`config.mk`:
```
export PLATFORM = sky130hd
export DESIGN_NAME = dac_serial_control
export DESIGN_NICKNAME = d
export VERILOG_FILES = /design/src/include/dac_serial_control_pkg.sv /design/src/verilog/pin_filter.sv /design/src/verilog/dac_serial_control.sv
export SDC_FILE = /design/constraint.sdc
export NUM_CORES = 1
export LEC_CHECK = 0
export BUFFER_PORTS_ARGS = -buffer_cell sky130_fd_sc_hd__buf_4
export CAP_MARGIN = 10
export CORE_MARGIN = 8
export CORE_UTILIZATION = 45
export DETAILED_ROUTE_END_ITERATION = 10
export HOLD_SLACK_MARGIN = 0.05
export SYNTH_ARGS = -nofsm -noshare
export SYNTH_HDL_FRONTEND = slang
export SYNTH_HIERARCHICAL = 1
export SYNTH_SLANG_ARGS = --single-unit
export TNS_END_PERCENT = 30
```
`constraint.sdc`:
```
create_clock -name i_sys_clk -period 5.5 [get_ports i_sys_clk]
set_input_delay 1.1 -clock i_sys_clk [delete_from_list [all_inputs] [get_ports i_sys_clk]]
set_output_delay 1.1 -clock i_sys_clk [all_outputs]
set_load 0.03 [all_outputs]
```
`src/include/dac_serial_control_pkg.sv`:
```
package dac_serial_control_pkg;
    localparam int CMD_W = 24;
    localparam int PAYLOAD_W = 20;
    localparam int CODE_W = 16;
    localparam int CNT_W = 5;
    localparam logic [CNT_W-1:0] FRAME_BITS = 5'h18;
    localparam logic [CNT_W-1:0] OVER_BITS = 5'h19;

    // command word fields
    localparam int RW_BIT = 23;
    localparam int ADDR_MSB = 22;
    localparam int ADDR_LSB = 20;
    localparam int CODE_MSB = 19;
    localparam int CODE_LSB = 4;

    // register addresses
    localparam logic [2:0] ADDR_NO_OPERATION = 3'h0;
    localparam logic [2:0] ADDR_DAC = 3'h1;
    localparam logic [2:0] ADDR_CTRL = 3'h2;
    localparam logic [2:0] ADDR_CLRC = 3'h3;
    localparam logic [2:0] ADDR_SWCTL = 3'h4;

    // control register bits
    localparam int CTRL_AMP_BYPASS_BIT = 1;
    localparam int CTRL_CLAMP_BIT = 2;
    localparam int CTRL_TRI_BIT = 3;
    localparam int CTRL_FMT_BIT = 4;
    localparam int CTRL_DOUT_OFF_BIT = 5;
    localparam logic [PAYLOAD_W-1:0] CTRL_WMASK = 20'h0003E;
    localparam logic [PAYLOAD_W-1:0] CTRL_RESET = 20'h0000E;

    // software control register bits
    localparam int SW_CLEAR_BIT = 1;
    localparam int SW_RESET_BIT = 2;

    localparam logic [CODE_W-1:0] DAC_RESET = 16'h0000;
    localparam logic [CODE_W-1:0] CLRC_RESET = 16'h0000;

    typedef enum logic [0:0] {
        ST_IDLE = 1'b0,
        ST_FRAME = 1'b1
    } frame_state_e;
endpackage

```
`src/verilog/pin_filter.sv`:
```
`timescale 1ns/100ps
// three-stage synchroniser; the filtered level only moves once stages two and three agree
module pin_filter #(
    parameter logic RESET_VAL = 1'b0
) (
    input wire logic i_sys_clk,
    input wire logic i_arst_n,
    input wire logic i_pin,
    output logic o_level
);
    logic s1_q;
    logic s2_q;
    logic s3_q;
    logic level_q;
    logic agree;

    assign agree = (s2_q == s3_q);
    assign o_level = level_q;

    // first stage feeds only the second, to keep metastability contained
    always_ff @(posedge i_sys_clk or negedge i_arst_n) begin
        if (!i_arst_n) begin
            s1_q <= RESET_VAL;
            s2_q <= RESET_VAL;
            s3_q <= RESET_VAL;
            level_q <= RESET_VAL;
        end else begin
            s1_q <= i_pin;
            s2_q <= s1_q;
            s3_q <= s2_q;
            level_q <= agree ? s3_q : level_q;
        end
    end
endmodule

```
`src/verilog/dac_serial_control.sv`:
```
`timescale 1ns/100ps
module dac_serial_control
    import dac_serial_control_pkg::*;
(
    input wire logic i_sys_clk,
    input wire logic i_arst_n,
    input wire logic i_frame_sel_n,
    input wire logic i_serial_clk,
    input wire logic i_serial_data_in,
    input wire logic i_load_output_n,
    input wire logic i_clear_to_preset_n,
    input wire logic i_reset_n,
    output logic o_serial_data_out,
    output logic o_serial_data_out_oe,
    output logic [CODE_W-1:0] o_output_code,
    output logic o_output_ground_clamp,
    output logic o_output_tristate,
    output logic o_code_format_select,
    output logic o_amp_bypass
);
    // filtered pin levels
    logic fs_n;
    logic sclk;
    logic din;
    logic load_n;
    logic clear_n;
    logic rst_pin_n;

    pin_filter #(.RESET_VAL(1'b1)) u_fs (
        .i_sys_clk(i_sys_clk),
        .i_arst_n(i_arst_n),
        .i_pin(i_frame_sel_n),
        .o_level(fs_n)
    );
    pin_filter #(.RESET_VAL(1'b0)) u_sclk (
        .i_sys_clk(i_sys_clk),
        .i_arst_n(i_arst_n),
        .i_pin(i_serial_clk),
        .o_level(sclk)
    );
    pin_filter #(.RESET_VAL(1'b0)) u_din (
        .i_sys_clk(i_sys_clk),
        .i_arst_n(i_arst_n),
        .i_pin(i_serial_data_in),
        .o_level(din)
    );
    pin_filter #(.RESET_VAL(1'b1)) u_load (
        .i_sys_clk(i_sys_clk),
        .i_arst_n(i_arst_n),
        .i_pin(i_load_output_n),
        .o_level(load_n)
    );
    pin_filter #(.RESET_VAL(1'b1)) u_clear (
        .i_sys_clk(i_sys_clk),
        .i_arst_n(i_arst_n),
        .i_pin(i_clear_to_preset_n),
        .o_level(clear_n)
    );
    pin_filter #(.RESET_VAL(1'b0)) u_rst (
        .i_sys_clk(i_sys_clk),
        .i_arst_n(i_arst_n),
        .i_pin(i_reset_n),
        .o_level(rst_pin_n)
    );

    // picks the 16-bit code out of a payload; used for DAC and clearcode writes
    function automatic logic [CODE_W-1:0] payload_code(input logic [CMD_W-1:0] cmd);
        payload_code = cmd[CODE_MSB:CODE_LSB];
    endfunction

    // state
    frame_state_e state_q;
    frame_state_e state_d;
    logic fs_prev_q;
    logic sclk_prev_q;
    logic load_prev_q;
    logic [CNT_W-1:0] cnt_q;
    logic [CNT_W-1:0] cnt_d;
    logic [CMD_W-1:0] shift_q;
    logic load_high_seen_q;
    logic [CMD_W-1:0] rd_shift_q;
    logic [CMD_W-1:0] rd_shift_d;
    logic [CODE_W-1:0] dac_q;
    logic [CODE_W-1:0] dac_d;
    logic [CODE_W-1:0] clrc_q;
    logic [CODE_W-1:0] clrc_d;
    logic [PAYLOAD_W-1:0] ctrl_q;
    logic [PAYLOAD_W-1:0] ctrl_d;
    logic [CODE_W-1:0] out_q;
    logic [CODE_W-1:0] out_d;
    logic soft_rst_q;
    logic soft_clr_q;
    logic dout_q;
    logic dout_oe_q;
    logic clamp_q;
    logic tri_q;
    logic fmt_q;
    logic bypass_q;

    // edge detection on filtered levels
    logic fs_fall;
    logic fs_rise;
    logic sclk_fall;
    logic load_fall;
    assign fs_fall = fs_prev_q & ~fs_n;
    assign fs_rise = ~fs_prev_q & fs_n;
    assign sclk_fall = sclk_prev_q & ~sclk;
    assign load_fall = load_prev_q & ~load_n;

    // held in reset by the pin or for one cycle by the soft reset bit
    logic hold_rst;
    assign hold_rst = ~rst_pin_n | soft_rst_q;

    // frame close decode
    logic frame_end;
    logic frame_ok;
    logic is_read;
    logic [2:0] addr;
    assign frame_end = (state_q == ST_FRAME) & fs_rise;
    assign frame_ok = frame_end & (cnt_q == FRAME_BITS);
    assign is_read = shift_q[RW_BIT];
    assign addr = shift_q[ADDR_MSB:ADDR_LSB];

    logic wr_dac;
    logic wr_ctrl;
    logic wr_clrc;
    logic wr_sw;
    logic rd_any;
    assign wr_dac = frame_ok & ~is_read & (addr == ADDR_DAC);
    assign wr_ctrl = frame_ok & ~is_read & (addr == ADDR_CTRL);
    assign wr_clrc = frame_ok & ~is_read & (addr == ADDR_CLRC);
    assign wr_sw = frame_ok & ~is_read & (addr == ADDR_SWCTL);
    assign rd_any = frame_ok & is_read & (addr >= ADDR_DAC) & (addr <= ADDR_CLRC);

    // readback word mirrors the command header with the register payload
    logic [PAYLOAD_W-1:0] rd_payload;
    assign rd_payload = (addr == ADDR_DAC) ? {dac_q, 4'h0} :
                        (addr == ADDR_CTRL) ? (ctrl_q & CTRL_WMASK) :
                        {clrc_q, 4'h0};

    // clear action from pin level or soft bit pulse
    logic clear_act;
    assign clear_act = ~clear_n | soft_clr_q;

    // output update events; clear blocks both
    logic sync_upd;
    logic async_upd;
    assign sync_upd = frame_ok & ~load_high_seen_q & load_n == 1'b0;
    assign async_upd = load_fall & fs_n & (state_q == ST_IDLE);

    // frame state and bit count
    always_comb begin
        state_d = state_q;
        cnt_d = cnt_q;
        case (state_q)
            ST_IDLE: begin
                if (fs_fall) begin
                    state_d = ST_FRAME;
                    cnt_d = '0;
                end
            end
            ST_FRAME: begin
                if (fs_rise) begin
                    state_d = ST_IDLE;
                end else if (sclk_fall && cnt_q != OVER_BITS) begin
                    cnt_d = cnt_q + 5'h01; // saturates one past a full word
                end
            end
            default: begin
                state_d = ST_IDLE;
            end
        endcase
    end

    // readback shifter: loaded at the end of a DAC, control or clearcode read frame, shifted on each falling clock
    always_comb begin
        rd_shift_d = rd_shift_q;
        if (rd_any) begin
            rd_shift_d = {1'b1, addr, rd_payload};
        end else if (frame_end) begin
            rd_shift_d = '0; // data is only offered in the frame right after the read
        end else if (state_q == ST_FRAME && sclk_fall) begin
            rd_shift_d = {rd_shift_q[CMD_W-2:0], 1'b0};
        end
    end

    // register next values; clear wins over a DAC write landing in the same cycle
    always_comb begin
        dac_d = dac_q;
        clrc_d = clrc_q;
        ctrl_d = ctrl_q;
        out_d = out_q;
        if (wr_clrc) begin
            clrc_d = payload_code(shift_q);
        end
        if (wr_ctrl) begin
            ctrl_d = shift_q[PAYLOAD_W-1:0] & CTRL_WMASK;
        end
        if (clear_act) begin
            dac_d = clrc_q;
            out_d = clrc_q;
        end else begin
            if (wr_dac) begin
                dac_d = payload_code(shift_q);
            end
            if (sync_upd) begin
                out_d = wr_dac ? payload_code(shift_q) : dac_q;
            end else if (async_upd) begin
                out_d = dac_q;
            end
        end
    end

    // edge history and frame machinery; state is cleared to idle while reset is held
    always_ff @(posedge i_sys_clk or negedge i_arst_n) begin
        if (!i_arst_n) begin
            fs_prev_q <= 1'b1;
            sclk_prev_q <= 1'b0;
            load_prev_q <= 1'b1;
            state_q <= ST_IDLE;
            cnt_q <= '0;
            shift_q <= '0;
            load_high_seen_q <= 1'b0;
            rd_shift_q <= '0;
        end else begin
            fs_prev_q <= fs_n;
            sclk_prev_q <= sclk;
            load_prev_q <= load_n;
            if (hold_rst) begin
                state_q <= ST_IDLE;
                cnt_q <= '0;
                shift_q <= '0;
                load_high_seen_q <= 1'b0;
                rd_shift_q <= '0;
            end else begin
                state_q <= state_d;
                cnt_q <= cnt_d;
                rd_shift_q <= rd_shift_d;
                if (state_q == ST_FRAME && sclk_fall) begin
                    shift_q <= {shift_q[CMD_W-2:0], din};
                end
                if (fs_fall) begin
                    load_high_seen_q <= load_n;
                end else if (state_q == ST_FRAME && load_n) begin
                    load_high_seen_q <= 1'b1;
                end
            end
        end
    end

    // on-chip registers and output latch
    always_ff @(posedge i_sys_clk or negedge i_arst_n) begin
        if (!i_arst_n) begin
            dac_q <= DAC_RESET;
            clrc_q <= CLRC_RESET;
            ctrl_q <= CTRL_RESET;
            out_q <= DAC_RESET;
            soft_rst_q <= 1'b0;
            soft_clr_q <= 1'b0;
        end else if (hold_rst) begin
            dac_q <= DAC_RESET;
            clrc_q <= CLRC_RESET;
            ctrl_q <= CTRL_RESET;
            out_q <= DAC_RESET;
            soft_rst_q <= 1'b0;
            soft_clr_q <= 1'b0;
        end else begin
            dac_q <= dac_d;
            clrc_q <= clrc_d;
            ctrl_q <= ctrl_d;
            out_q <= out_d;
            soft_rst_q <= wr_sw & shift_q[SW_RESET_BIT];
            soft_clr_q <= wr_sw & shift_q[SW_CLEAR_BIT];
        end
    end

    // pin-facing outputs, each from its own flop; the clamp forces tristate
    always_ff @(posedge i_sys_clk or negedge i_arst_n) begin
        if (!i_arst_n) begin
            dout_q <= 1'b0;
            dout_oe_q <= 1'b0;
            clamp_q <= 1'b1;
            tri_q <= 1'b1;
            fmt_q <= 1'b0;
            bypass_q <= 1'b1;
        end else begin
            dout_q <= rd_shift_q[CMD_W-1];
            dout_oe_q <= ~fs_n & ~ctrl_q[CTRL_DOUT_OFF_BIT] & ~hold_rst;
            clamp_q <= ctrl_q[CTRL_CLAMP_BIT];
            tri_q <= ctrl_q[CTRL_CLAMP_BIT] | ctrl_q[CTRL_TRI_BIT];
            fmt_q <= ctrl_q[CTRL_FMT_BIT];
            bypass_q <= ctrl_q[CTRL_AMP_BYPASS_BIT];
        end
    end

    assign o_serial_data_out = dout_q;
    assign o_serial_data_out_oe = dout_oe_q;
    assign o_output_code = out_q;
    assign o_output_ground_clamp = clamp_q;
    assign o_output_tristate = tri_q;
    assign o_code_format_select = fmt_q;
    assign o_amp_bypass = bypass_q;
endmodule

```
# --- After elaboration in Yosys (flattened, before gate mapping) ---
# Cells that the tools add are included.
op_classes:
  eq_ne: 15
  n_reduce_logical: 10
  addsub: 1
  order_cmp: 2
  bitwise_logic: 36
  mux: 33
ops:
  columns: ["op", "count"]
  rows:
  - ["16-bit two-way mux", 9]
  - ["24-bit two-way mux", 6]
  - ["20-bit two-way mux", 2]
  - ["1-bit bitwise AND", 22]
  - ["5-bit two-way mux", 4]
  - ["6-bit two-way mux", 2]
  - ["1-bit inverter", 11]
  - ["5-bit case mux with 2 select lines", 1]
  - ["1-bit two-way mux", 8]
  - ["4-bit nonzero test", 2]
  - ["1-bit equality test", 6]
  - ["3-bit by 2-bit equality test with 1-bit output (second input constant)", 2]
  - ["2-bit nonzero test", 3]
  - ["5-bit by 1-bit adder with 5-bit output (second input constant)", 1]
  - ["5-bit equality test (second input constant)", 1]
  - ["5-bit inequality test (second input constant)", 1]
  - ["3-bit by 1-bit equality test with 1-bit output (second input constant)", 1]
  - ["3-bit equality test (second input constant)", 1]
  - ["3-bit by 1-bit >= comparator with 1-bit output (second input constant)", 1]
  - ["3-bit by 2-bit <= comparator with 1-bit output (second input constant)", 1]
  - ["1-bit logical AND", 3]
  - ["3-bit by 1-bit inequality test with 1-bit output (second input constant)", 1]
  - ["3-bit by 2-bit inequality test with 1-bit output (second input constant)", 1]
  - ["3-bit inequality test (second input constant)", 1]
  - ["other kinds (4)", 6]
totals:
  regBits: 144
  elab_cells: 141
  out_inout_bits: 22

# --- Logic depth before layout (Yosys ltp) ---
# Gate-level depths: netlist of the first run.
depth:
  depth_word: 10
  depth_mapped: 8

# --- Modules after synthesis ---
# The synthesis of the first run kept the hierarchy.
modules_own_cells:
  columns: ["mod", "cells_per_inst", "area_per_inst_um2", "instances", "seq_area_each_um2"]
  rows:
  - ["dac_serial_control", 575, 5751.8, 1, 2962.8]
  - ["pin_filter (u_clear ...)", 5, 116.4, 3, 105.1]
  - ["pin_filter (u_din ...)", 5, 111.4, 3, 100.1]

# --- Least setup slack after synthesis of the first run ---
# Ideal clock, no wire load.
synth_timing:
  path_kind: "flip-flop to flip-flop"
  from: "register cnt_q[1]"
  to: "register clrc_q[10]"
  period_less_slack_ps: 2013
  t_arrival_ps: 1881
  setup_time_ps: 132
  setup_slack_ps: 3487
  path_stages_with_launch: 8
  cell_sequence: "dfrtp_1 inv_1 ha_1 nand4b_4 nor4_4 buf_4 mux2i_1 nor2_1"
synth_between:
  elab_chain_len: 5
synth_lines:
  columns: ["element", "line", "text"]
  rows:
  - ["start: declaration", "dac_serial_control.sv:77", "logic [CNT_W-1:0] cnt_q;"]
  - ["start signal: assignment", "dac_serial_control.sv:237", "cnt_q <= cnt_d;"]
  - ["5-bit equality test", "dac_serial_control.sv:120", "assign frame_ok = frame_end & (cnt_q == FRAME_BITS);"]
  - ["1-bit bitwise AND", "dac_serial_control.sv:120", null]
  - ["1-bit bitwise AND (2 in series)", "dac_serial_control.sv:131", "assign wr_clrc = frame_ok & ~is_read & (addr == ADDR_CLRC);"]
  - ["2-bit nonzero test (no source line)", null, null]
  - ["end signal: assignment", "dac_serial_control.sv:269", "clrc_q <= clrc_d;"]
  - ["end: declaration", "dac_serial_control.sv:85", "logic [CODE_W-1:0] clrc_q;"]
# No other way between the ends.
# A chain may end at the register's enable or synchronous reset.

# --- Worst setup path in the final report of the first run ---
layout_timing:
  from: "register cnt_q[0]"
  to: "register rd_shift_q[20]"
layout_between:
  elab_chain_len: 7
  elab_cells_between_ends: 8
  classes_between: "eq/ne (1); mux (2); bitwise (4); reduce/logical (1)"
layout_lines:
  columns: ["element", "line", "text"]
  rows:
  - ["5-bit equality test (*)", "dac_serial_control.sv:120", null]
  - ["1-bit bitwise AND (*)", "dac_serial_control.sv:120", null]
  - ["1-bit bitwise AND (*) (3 in series)", "dac_serial_control.sv:133", "assign rd_any = frame_ok & is_read & (addr >= ADDR_DAC) & (addr <= ADDR_CLRC);"]
  - ["24-bit two-way mux", "dac_serial_control.sv:178", "if (rd_any) begin"]
  - ["24-bit two-way mux", "dac_serial_control.sv:229", "if (hold_rst) begin"]
  - ["end signal: assignment", "dac_serial_control.sv:238", "rd_shift_q <= rd_shift_d;"]
  - ["end: declaration", "dac_serial_control.sv:81", "logic [CMD_W-1:0] rd_shift_q;"]
# Mark *: on every way between the ends. The rest lies on a longest branch, timed or not.

==> results of run 1 <==
==> power by group through the flow <==
stage	clock network, uW	logic [uW]	registers, uW
floorplan	0	124	1160
CTS	1220	238	1130
global placement	0	233	1140
detailed placement	0	237	1150
finish	1190	235	1130
global route	1260	260	1130
==> worst max-delay path: stages (launching register included) <==
cell and delay, ps:
dfrtp_1 420, inv_1 110, ha_1 210, nand4b_4 250
nor4_1 520, nand2_1 490, o22ai_1 330
==> through the flow <==
stage	instance area, sq um	setup WS, ps
2_1_floorplan	6430	3490
3_3_place_gp	6760	3130
3_5_place_dp	6760	3110
4_1_cts	7380	3060
5_1_grt	7380	2810
6_report	7380	3060
==> logic make-up (layout without fill, tap and decap cells) <==
logic type	Yosys count	count (layout)	synth area share
AO/OA/AOI/OAI	146	146	0.148
XOR/XNOR	2	2	0.00272
adder cells (fa/ha/maj)	9	9	0.0163
buffers and inverters	50	76	0.0334
flip-flops	142	142	0.556
multiplexers	55	55	0.0856
AND/OR/NAND/NOR	201	201	0.158
==> path summary, 6_finish.rpt <==
kind                                     to       start  slack, ps
setup / recovery             rd_shift_q[20]    cnt_q[0]       3060
hold / removal                   u_rst/s2_q  u_rst/s1_q        350
setup reg to reg             rd_shift_q[20]    cnt_q[0]       3060
hold reg to reg                  u_rst/s2_q  u_rst/s1_q        350
max in group asynchronous      u_fs/o_level    i_arst_n       3590
min in group asynchronous  load_high_seen_q    i_arst_n        790
==> cells in the final DEF, fill, tap and decap left out, types with 5 or more instances in the layout <==
cell         n
o22ai_1     19
a22oi_1     15
nand3_1      6
o21ai_0     18
maj3_2       6
buf_4       38
or3_1       20
dfrtp_1    122
nor2_1      55
a32o_1      16
a2bb2oi_1   14
mux2i_1     55
inv_6        5
o21ai_1      7
nand2_1     81
and2_1       6
clkbuf_16   17
dfstp_2     20
a21oi_1     46
==> per-layer routing <==
| metal | share of wire | track usage |
|---|---|---|
| met1 | 0.48 | 0.242 |
| met2 | 0.45 | 0.251 |
| met3 | 0.054 | 0.0386 |
| met4 | 0.013 | 0.0697 |
| met5 | 0 | 0 |
==> layout make-up <==
class,count,area [sq um],area share
Clock inverter,14,180,0.0244
Timing Repair Buffer,39,297,0.0402
Clock buffer,18,439,0.0595
Inverter,5,18.8,0.00254
Tap cell,180,225,0.0305
Sequential cell,142,3580,0.485
Multi-Input combinational cell,413,2640,0.358
==> flip-flops by register name, indices dropped and copies added, names as in the netlist, 5 cells and up <==
register and flops:
cnt_q 5, rd_shift_q 23, ctrl_q 5, dac_q 16, o_output_code 16, clrc_q 16, shift_q 24
==> cells in the mapped netlist, types with 2 or more instances <==
library cell  count  area, sq um
nand3_1           6         30.0
buf_6             2         22.5
buf_2             4         20.0
or3_1            20          125
buf_4             2         15.0
buf_1             2         7.51
a21oi_1          46          230
or2_2             2         12.5
and2_1            6         37.5
inv_1             4         15.0
o21a_1            2         15.0
ha_1              3         37.5
dfrtp_1         122         3050
o21ai_1           7         35.0
nand2b_1          5         31.3
o22ai_1          19          119
maj3_2            6         67.6
clkbuf_1         35          131
nor2_1           55          206
dfstp_2          20          526
nor4_1            3         18.8
a2bb2oi_1        14          123
nor4_4            4         85.1
a32o_1           16          160
a31oi_1           3         18.8
nor2b_1           4         25.0
a22oi_1          15          113
o21ai_0          18         90.1
o211ai_1          2         15.0
xor2_1            2         17.5
mux2i_1          55          551
nand4_1           3         18.8
nand2_1          81          304
nand3b_1          2         15.0
==> results.yml, run 1 <==
outcome:
  status: "complete, no violations"
final_layout:
  syn_to_final_growth_pct: 14.7
  filler_cell_count: 1224
  layout-drive-gt1-share: 0.171
  nNetsFinal: 629
  antenna_cells: 0
  final_cell_count_no_fill: 811
  final_util: 0.530
hold_path:
  hold_class: "reg -> reg"
  min_path_cells: 0
sta:
  slew_headroom: 0.199
  worst_pin_slew_ps: 1200
  skew_ps: 9.90
  drv_slew: 0
  setup-tns-final_ps: 0
  setup-violations-final: 0
  finalHoldViolCount: 0
  fin_crit_sh: 0.443
  fmax_ghz: 0.410
  rsz0062_at_grt: "no"
  whs_ps: 350
  fin_crit_ps: 2440
logic_synthesis:
  syn_area_per_cell_sq_um: 10.6
  syn_inst: 605
  synth-seq-area-share: 0.556
  synth_edf_count: 0
  syn_nets: 616
  synth.cell_area_sq_um: 6430
  async_reset_ff_frac: 1.00
  yosys_warnings: 6
  synth-seq-cells: 142
  synth_flop_cell: "dfrtp_1"
  ys_types: 49
worst_setup_path:
  crit_type: "reg -> reg"
  cp_data_arrival_time_ps: 2750
  end_kind: "register"
  cp-start-kind: "register"
  cp_max_fo: 17
  critPathRequiredTime_ps: 5820
  reg2regPathDepth: 6
clocking:
  numCtsBuffers: 17
  clockBufferDepth: 2
  cts.repair.resized: 0
  htree_levels: 4
  postCtsSetupRepairBufs: 0
  cts.sinks: 142
  cts_hold_buffers: 0
  clk_latency_ps: 420
  clkTransAtPathRegs_ps: 60
  tritoncts: "done"
  clk_root_buffer_cell: "clkbuf_16"
drt:
  post-route-drc-count: 0
  firstDrtPassIters: 5
  final_antenna_net_count: 0
  wl_per_cell_um: 18.4
  vias_per_cell: 5.80
  drt_iter0_drc: 345
  wirelength_mm: 15.0
  vias: 4704
power_and_ir_drop:
  p_int_uw: 1910
  p_total_uw: 2560
  share_seq_of_total_power: 0.441
  swShare: 0.255
  p_leak_uw: 0.00316
  vdd_drop_max_uv: 214
  power_density_nw_per_um2: 346
  power_frac_comb: 0.092
  p_switching_uw: 651
  p_clk_frac: 0.467
global_route:
  grt_pass1_wl_mm: 24.8
  grt_overflow: 0
  antenna_found_initial: 0
  grt_pass1_vias: 4623
  grt_max_degree: 105
  track_usage: 0.172
floorplan:
  die_height_um: 136
  initial_utilization: 0.462
  fp-row-count: 43
  core-area_sq_um: 13900
  ioPinCount: 30
  die_x_um: 136
  die_area_sq_um: 18400
placed_design:
  globalplace.congestion: 0.735
  post-place-cells: 779
  dp_hpwl_mm: 8.92
  port_buffers: 29
run:
  max-cap-violations: 0
Power figures use the tool's default switching activity.
==> run 2, diff against run 1 <==
Settings changed: ABC_AREA set to 1.
Clock period 5.5 ns to 2.4 ns, I/O delays scaled along.
==> run 2 against run 1 <==
- combinational power rose to 2.5 times the previous value
- synthesized cell count increased by 32%
- clock power is 140% higher
- critical endpoint is now o_output_code[1]
- via count rose by 15%
- routed wire length rose by 8.0%
- clock skew is 3.6 ps lower
- largest cell class unchanged
- critical path type unchanged
- area after synthesis up 2.4%
- power grew 140%
- utilization hardly changed
- worst hold slack lost 190 ps
==> results.yml, run 2 <==
final_layout:
  final_cell_count_no_fill: 1024
  regArea_sq_um: 3580
  final_cell_mix: "nand2_1 (222), dfrtp_1 (122), inv_1 (91)"
  multi_input_area_sq_um: 2440
  filler_cell_count: 1385
  layout-drive-gt1-share: 0.139
  top_regs: "shift_q (24), rd_shift_q (23)"
  layout_commonest_cell: "nand2_1"
  syn_to_final_growth_pct: 16.0
  regMostFlops: "shift_q"
  largest_reg_flops: 24
  antenna_cells: 0
  nNetsFinal: 838
worst_setup_path:
  crit_top_cell: "nand2_1"
  cp_max_fo: 17
  cp-start-kind: "register"
  worstReg2RegEnd: "o_output_code[1]"
  timing.critical_path.slowest_stage_cell: "dfstp_2"
  end_kind: "register"
  r2r_slack_ps: 280
  reg2regPathDepth: 9
  crit_type: "reg -> reg"
  worstPathCellList: "nand3_4, nor2_4, buf_4, nand3_4, nand2_1, nand3_1, nand2_1, nand2_1, nand2_1"
  cp_slowest_stage_delay_ps: 630
  reg2reg_from: "u_fs/o_level"
  critPathRequiredTime_ps: 2770
  cp_data_arrival_time_ps: 2490
floorplan:
  die_area_sq_um: 18800
  die_x_um: 137
  initial_utilization: 0.457
  core-area_sq_um: 14400
  ioPinCount: 30
  fp-row-count: 44
  die_height_um: 137
placed_design:
  dp_hpwl_mm: 10.7
  globalplace.congestion: 0.831
  post-place-cells: 991
  port_buffers: 29
logic_synthesis:
  synth_top_area_frac: 0.463
  synth_area_leaders: "dfrtp_1 (46%), nand2_1 (13%), dfstp_2 (8.0%)"
  synth-simple-area-share: 0.235
  synth_edf_count: 0
  synth-seq-area-share: 0.543
  synth-adder-area-share: 0.00570
  synth-seq-cells: 142
  muxShareOfSynthArea: 0
  yosysTopAreaCell: "dfrtp_1"
  yosys_warnings: 6
  syn_inst: 797
  netlist_top_cells_count: "nand2_1 (222), dfrtp_1 (122), inv_1 (91)"
  synth_most_common_cell: "nand2_1"
  synth_compound_area_frac: 0.126
  syn_nets: 808
  ys_types: 33
  syn_area_per_cell_sq_um: 8.27
  synth.cell_area_sq_um: 6590
  async_reset_ff_frac: 1.00
  synthXorXnorAreaFrac: 0.00266
  synth_flop_cell: "dfrtp_1"
  synth_top_family_by_area: "simple AND/OR/NAND/NOR gates"
power_and_ir_drop:
  power_frac_comb: 0.099
  p_switching_uw: 1520
  vdd_drop_max_uv: 470
  swShare: 0.254
  share_seq_of_total_power: 0.429
  power_density_nw_per_um2: 786
  p_clk_frac: 0.472
  p_int_uw: 4490
  p_leak_uw: 0.00367
drt:
  firstDrtPassIters: 7
  vias: 5417
  wl_per_cell_um: 15.8
  post-route-drc-count: 0
  vias_per_cell: 5.29
  wirelength_mm: 16.2
  drt_iter0_drc: 399
  final_antenna_net_count: 0
global_route:
  antenna_found_initial: 0
  grt_overflow: 0
  track_usage: 0.185
  grt_pass1_wl_mm: 27.0
  grt_pass1_vias: 5337
  grt_max_degree: 53
clocking:
  numCtsBuffers: 17
  tritoncts: "done"
  cts.sinks: 142
  clockBufferDepth: 2
  clk_latency_ps: 430
  htree_levels: 4
  postCtsSetupRepairBufs: 0
  clk_root_buffer_cell: "clkbuf_16"
  clkTransAtPathRegs_ps: 60
sta:
  fin_crit_ps: 2120
  drv_slew: 0
  skew_ps: 6.33
  slew_headroom: 0.582
  setup-violations-final: 0
  fin_crit_sh: 0.885
  rsz0062_at_grt: "no"
  fmax_ghz: 0.471
  worst_pin_slew_ps: 626
  finalHoldViolCount: 0
  setup-tns-final_ps: 0
hold_path:
  hold_class: "in -> reg"
  hold_start: "i_load_output_n"
  min_path_cells: 1
  min_to: "u_load/s1_q"
outcome:
  status: "complete, no violations"
run:
  max-cap-violations: 0
==> run 2: cell types whose count changed after synthesis, sizes merged, moves of 16 or more <==
cell	change
o21ai	+53
inv	+92
mux2i	-55
nand4	+16
nand2	+142
or3	-20
nand3	+53
a32o	-16
==> run 2: power groups by stage <==
stage / clock network, uW / registers (uW) / logic [uW]
2_1_floorplan: 0 / 2670 / 303
3_3_place_gp: 0 / 2620 / 585
3_5_place_dp: 0 / 2620 / 595
4_1_cts: 2890 / 2580 / 600
5_1_grt: 2990 / 2590 / 660
6_report: 2840 / 2580 / 593
==> run 2: kinds of logic after synthesis <==
logic type | after synthesis
AO/OA/AOI/OAI | 151
AND/OR/NAND/NOR | 361
buffers and inverters | 138
adder cells (fa/ha/maj) | 3
XOR/XNOR | 2
flip-flops | 142
==> run 2: through the flow <==
stage	hold slack [ps]	total power (uW)	setup WS (ps)	util	instance area (sq um)
3_3_place_gp	333	3200	360	0.485	7000
5_1_grt	136	6250	107	0.530	7650
2_1_floorplan	184	2980	713	-	6590
3_5_place_dp	338	3210	315	0.485	7000
4_1_cts	142	6070	288	0.530	7650
6_report	156	6010	276	0.530	7650
==> run 2: timing repair <==
action / CTS / global route
hold buffers: 1 / 0
resized for setup: 0 / 0
hold endpoints to repair: 48 / 0
==> run 2: cell type report <==
| type | instances | share of cell area |
|---|---|---|
| Sequential cell | 142 | 0.468 |
| Multi-Input combinational cell | 517 | 0.319 |
| Clock buffer | 20 | 0.0597 |
| Inverter | 101 | 0.0497 |
| Timing Repair Buffer | 48 | 0.0496 |
| Tap cell | 184 | 0.0301 |
| Clock inverter | 12 | 0.0242 |
==> run 2: metal layers <==
layer | global-route usage | vias up | part of all wire
met3 | 0.0477 | 28 | 0.064
met2 | 0.295 | 176 | 0.47
met4 | 0.0700 | 0 | 0.019
met5 | 0 | - | 0
met1 | 0.236 | 2584 | 0.45
li1 | - | 2629 | -
==> run 2: how the worst max path moves through the flow <==
stage	slack (ps)	from	cells past startpoint	endpoint
final	280	u_fs/o_level	9	o_output_code[1]
after global routing	110	u_fs/o_level	9	o_output_code[1]
after CTS	290	u_fs/o_level	9	o_output_code[3]
after detailed placement	320	u_fs/o_level	8	dac_q[12]
after global placement	360	u_fs/o_level	7	rd_shift_q[19]
after floorplan	710	cnt_q[0]	13	o_output_code[10]
==> run 2: critical path: cells and delay by family, from the launching register on <==
kind	cells	cell delay [ps]
AND/OR/NAND/NOR	8	1140
flip-flops	1	630
buffers and inverters	1	270
==> run 3, diff against run 2 <==
Settings changed: CTS_BUF_LIST set to sky130_fd_sc_hd__clkbuf_4.
==> run 3 against run 2 <==
- clock skew increased by 6.3 ps
- utilization decreased by 1.8 points
- combinational power increased by 1%
- sequential cell count is the same
- power shrank 18%
- clock-buffer cell count shrank 2
- register-to-register slack improved by 20 ps
- global-route usage shrank 0.37 points
==> results.yml, run 3 (synthesis gave the netlist of run 2 again) <==
placed_design:
  port_buffers: 29
  globalplace.congestion: 0.831
  post-place-cells: 991
  dp_hpwl_mm: 10.7
  dp_slack_ps: 315
sta:
  worst_pin_slew_ps: 606
  rsz0062_at_grt: "no"
  fin_crit_ps: 2110
  slew_headroom: 0.595
  finalHoldViolCount: 0
  fmax_ghz: 0.475
  setup-violations-final: 0
  setup-tns-final_ps: 0
  fin_crit_sh: 0.877
  layout_setup_ws_ps: 295
  whs_ps: 363
  drv_slew: 0
  skew_ps: 12.7
clocking:
  clk_latency_ps: 550
  clkTransAtPathRegs_ps: 120
  tritoncts: "done"
  cts.repair.resized: 0
  cts.sinks: 142
  htree_levels: 4
  clockBufferDepth: 2
  numCtsBuffers: 17
  clk_root_buffer_cell: "clkbuf_4"
floorplan:
  die_x_um: 137
  die_height_um: 137
  die_area_sq_um: 18800
  initial_utilization: 0.457
  fp-row-count: 44
  ioPinCount: 30
  core-area_sq_um: 14400
final_layout:
  final_util: 0.513
  final_cell_mix: "nand2_1 (222), dfrtp_1 (122), inv_1 (91)"
  antenna_cells: 0
  largest_reg_flops: 24
  regMostFlops: "shift_q"
  layout_commonest_cell: "nand2_1"
  final_cell_count_no_fill: 1030
  top_regs: "shift_q (24), rd_shift_q (23)"
  syn_to_final_growth_pct: 12.2
  layout-drive-gt1-share: 0.137
  nNetsFinal: 844
worst_setup_path:
  crit_type: "reg -> reg"
  cp_data_arrival_time_ps: 2600
  end_kind: "register"
  cp_max_fo: 17
  cp-start-kind: "register"
  critPathRequiredTime_ps: 2890
outcome:
  status: "complete, no violations"
global_route:
  antenna_found_initial: 0
  grt_pass1_wl_mm: 26.6
  track_usage: 0.181
  grt_pass1_vias: 5268
  grt_max_degree: 53
  grt_overflow: 0
run:
  max-cap-violations: 0
drt:
  wirelength_mm: 15.8
  vias: 5401
  drt_iter0_drc: 373
  vias_per_cell: 5.24
  final_antenna_net_count: 0
  post-route-drc-count: 0
  firstDrtPassIters: 6
  drt-met1-wl_mm: 7.27
  topRoutingLayerUsed: "met4"
  dr_wl_met2_mm: 7.47
  wl_per_cell_um: 15.3
  wl_met3_um: 915
power_and_ir_drop:
  p_leak_uw: 0.00356
  vdd_drop_max_uv: 363
  power_density_nw_per_um2: 663
hold_path:
  hold_class: "reg -> reg"
-- run 3: cell type report --
cell class              instances  area [sq um]
well taps                     184           230
inverters                     101           380
flip-flops and latches        142          3580
repair buffers                 54           439
clock inverters                14           193
clock buffers                  18           135
fillers                      1421          7030
multi-input cells             517          2440
-- run 3: power by group --
| group | total [uW] | switching (uW) | internal, uW | leakage, uW |
|---|---|---|---|---|
| registers | 2570 | 63.4 | 2510 | 0.00187 |
| logic | 599 | 422 | 177 | 0.00153 |
| clock network | 1730 | 890 | 837 | 0.000160 |
| total | 4900 | 1380 | 3520 | 0.00356 |
-- run 3: critical path, stage by stage (launching register included) --
cell	delay (ps)
dfstp_2	650
nand3_4	220
nor2_4	230
buf_4	270
nand3_4	250
nand2_1	150
nand3_1	80
nand2_1	80
nand2_1	60
nand2_1	60
-- run 3: per-stage QoR --
| step | power (uW) | instance area (sq um) |
|---|---|---|
| 6_report | 4900 | 7390 |
| 3_5_place_dp | 3210 | 7000 |
| 4_1_cts | 4970 | 7390 |
| 3_3_place_gp | 3200 | 7000 |
| 2_1_floorplan | 2980 | 6590 |
| 5_1_grt | 5160 | 7390 |
-- run 3: path summary, 6_finish.rpt --
| check | endpoint | start | depth (start not counted) | slack, ps |
|---|---|---|---|---|
| worst max-delay path | o_output_code[1] | u_fs/o_level | 9 | 290 |
| worst min-delay path | u_sclk/s2_q | u_sclk/s1_q | 0 | 360 |
| worst max register to register | o_output_code[1] | u_fs/o_level | 9 | 290 |
| worst min register to register | u_sclk/s2_q | u_sclk/s1_q | 0 | 360 |
| max in group asynchronous | ctrl_q[2] | i_arst_n | 3 | 1210 |
| min in group asynchronous | rd_shift_q[2] | i_arst_n | 2 | 450 |
-- run 3: what timing repair did --
item                                   in CTS  in global routing
endpoints found under the hold margin      54                  0
setup endpoints to repair                   0                  0
setup buffers                               0                  0
hold buffers                                7                  0
-- run 3: routing by layer --
| layer | track usage | vias to the layer above |
|---|---|---|
| li1 | - | 2640 |
| met1 | 0.240 | 2604 |
| met2 | 0.287 | 143 |
| met3 | 0.0444 | 14 |
| met4 | 0.0513 | 0 |
| met5 | 0 | - |
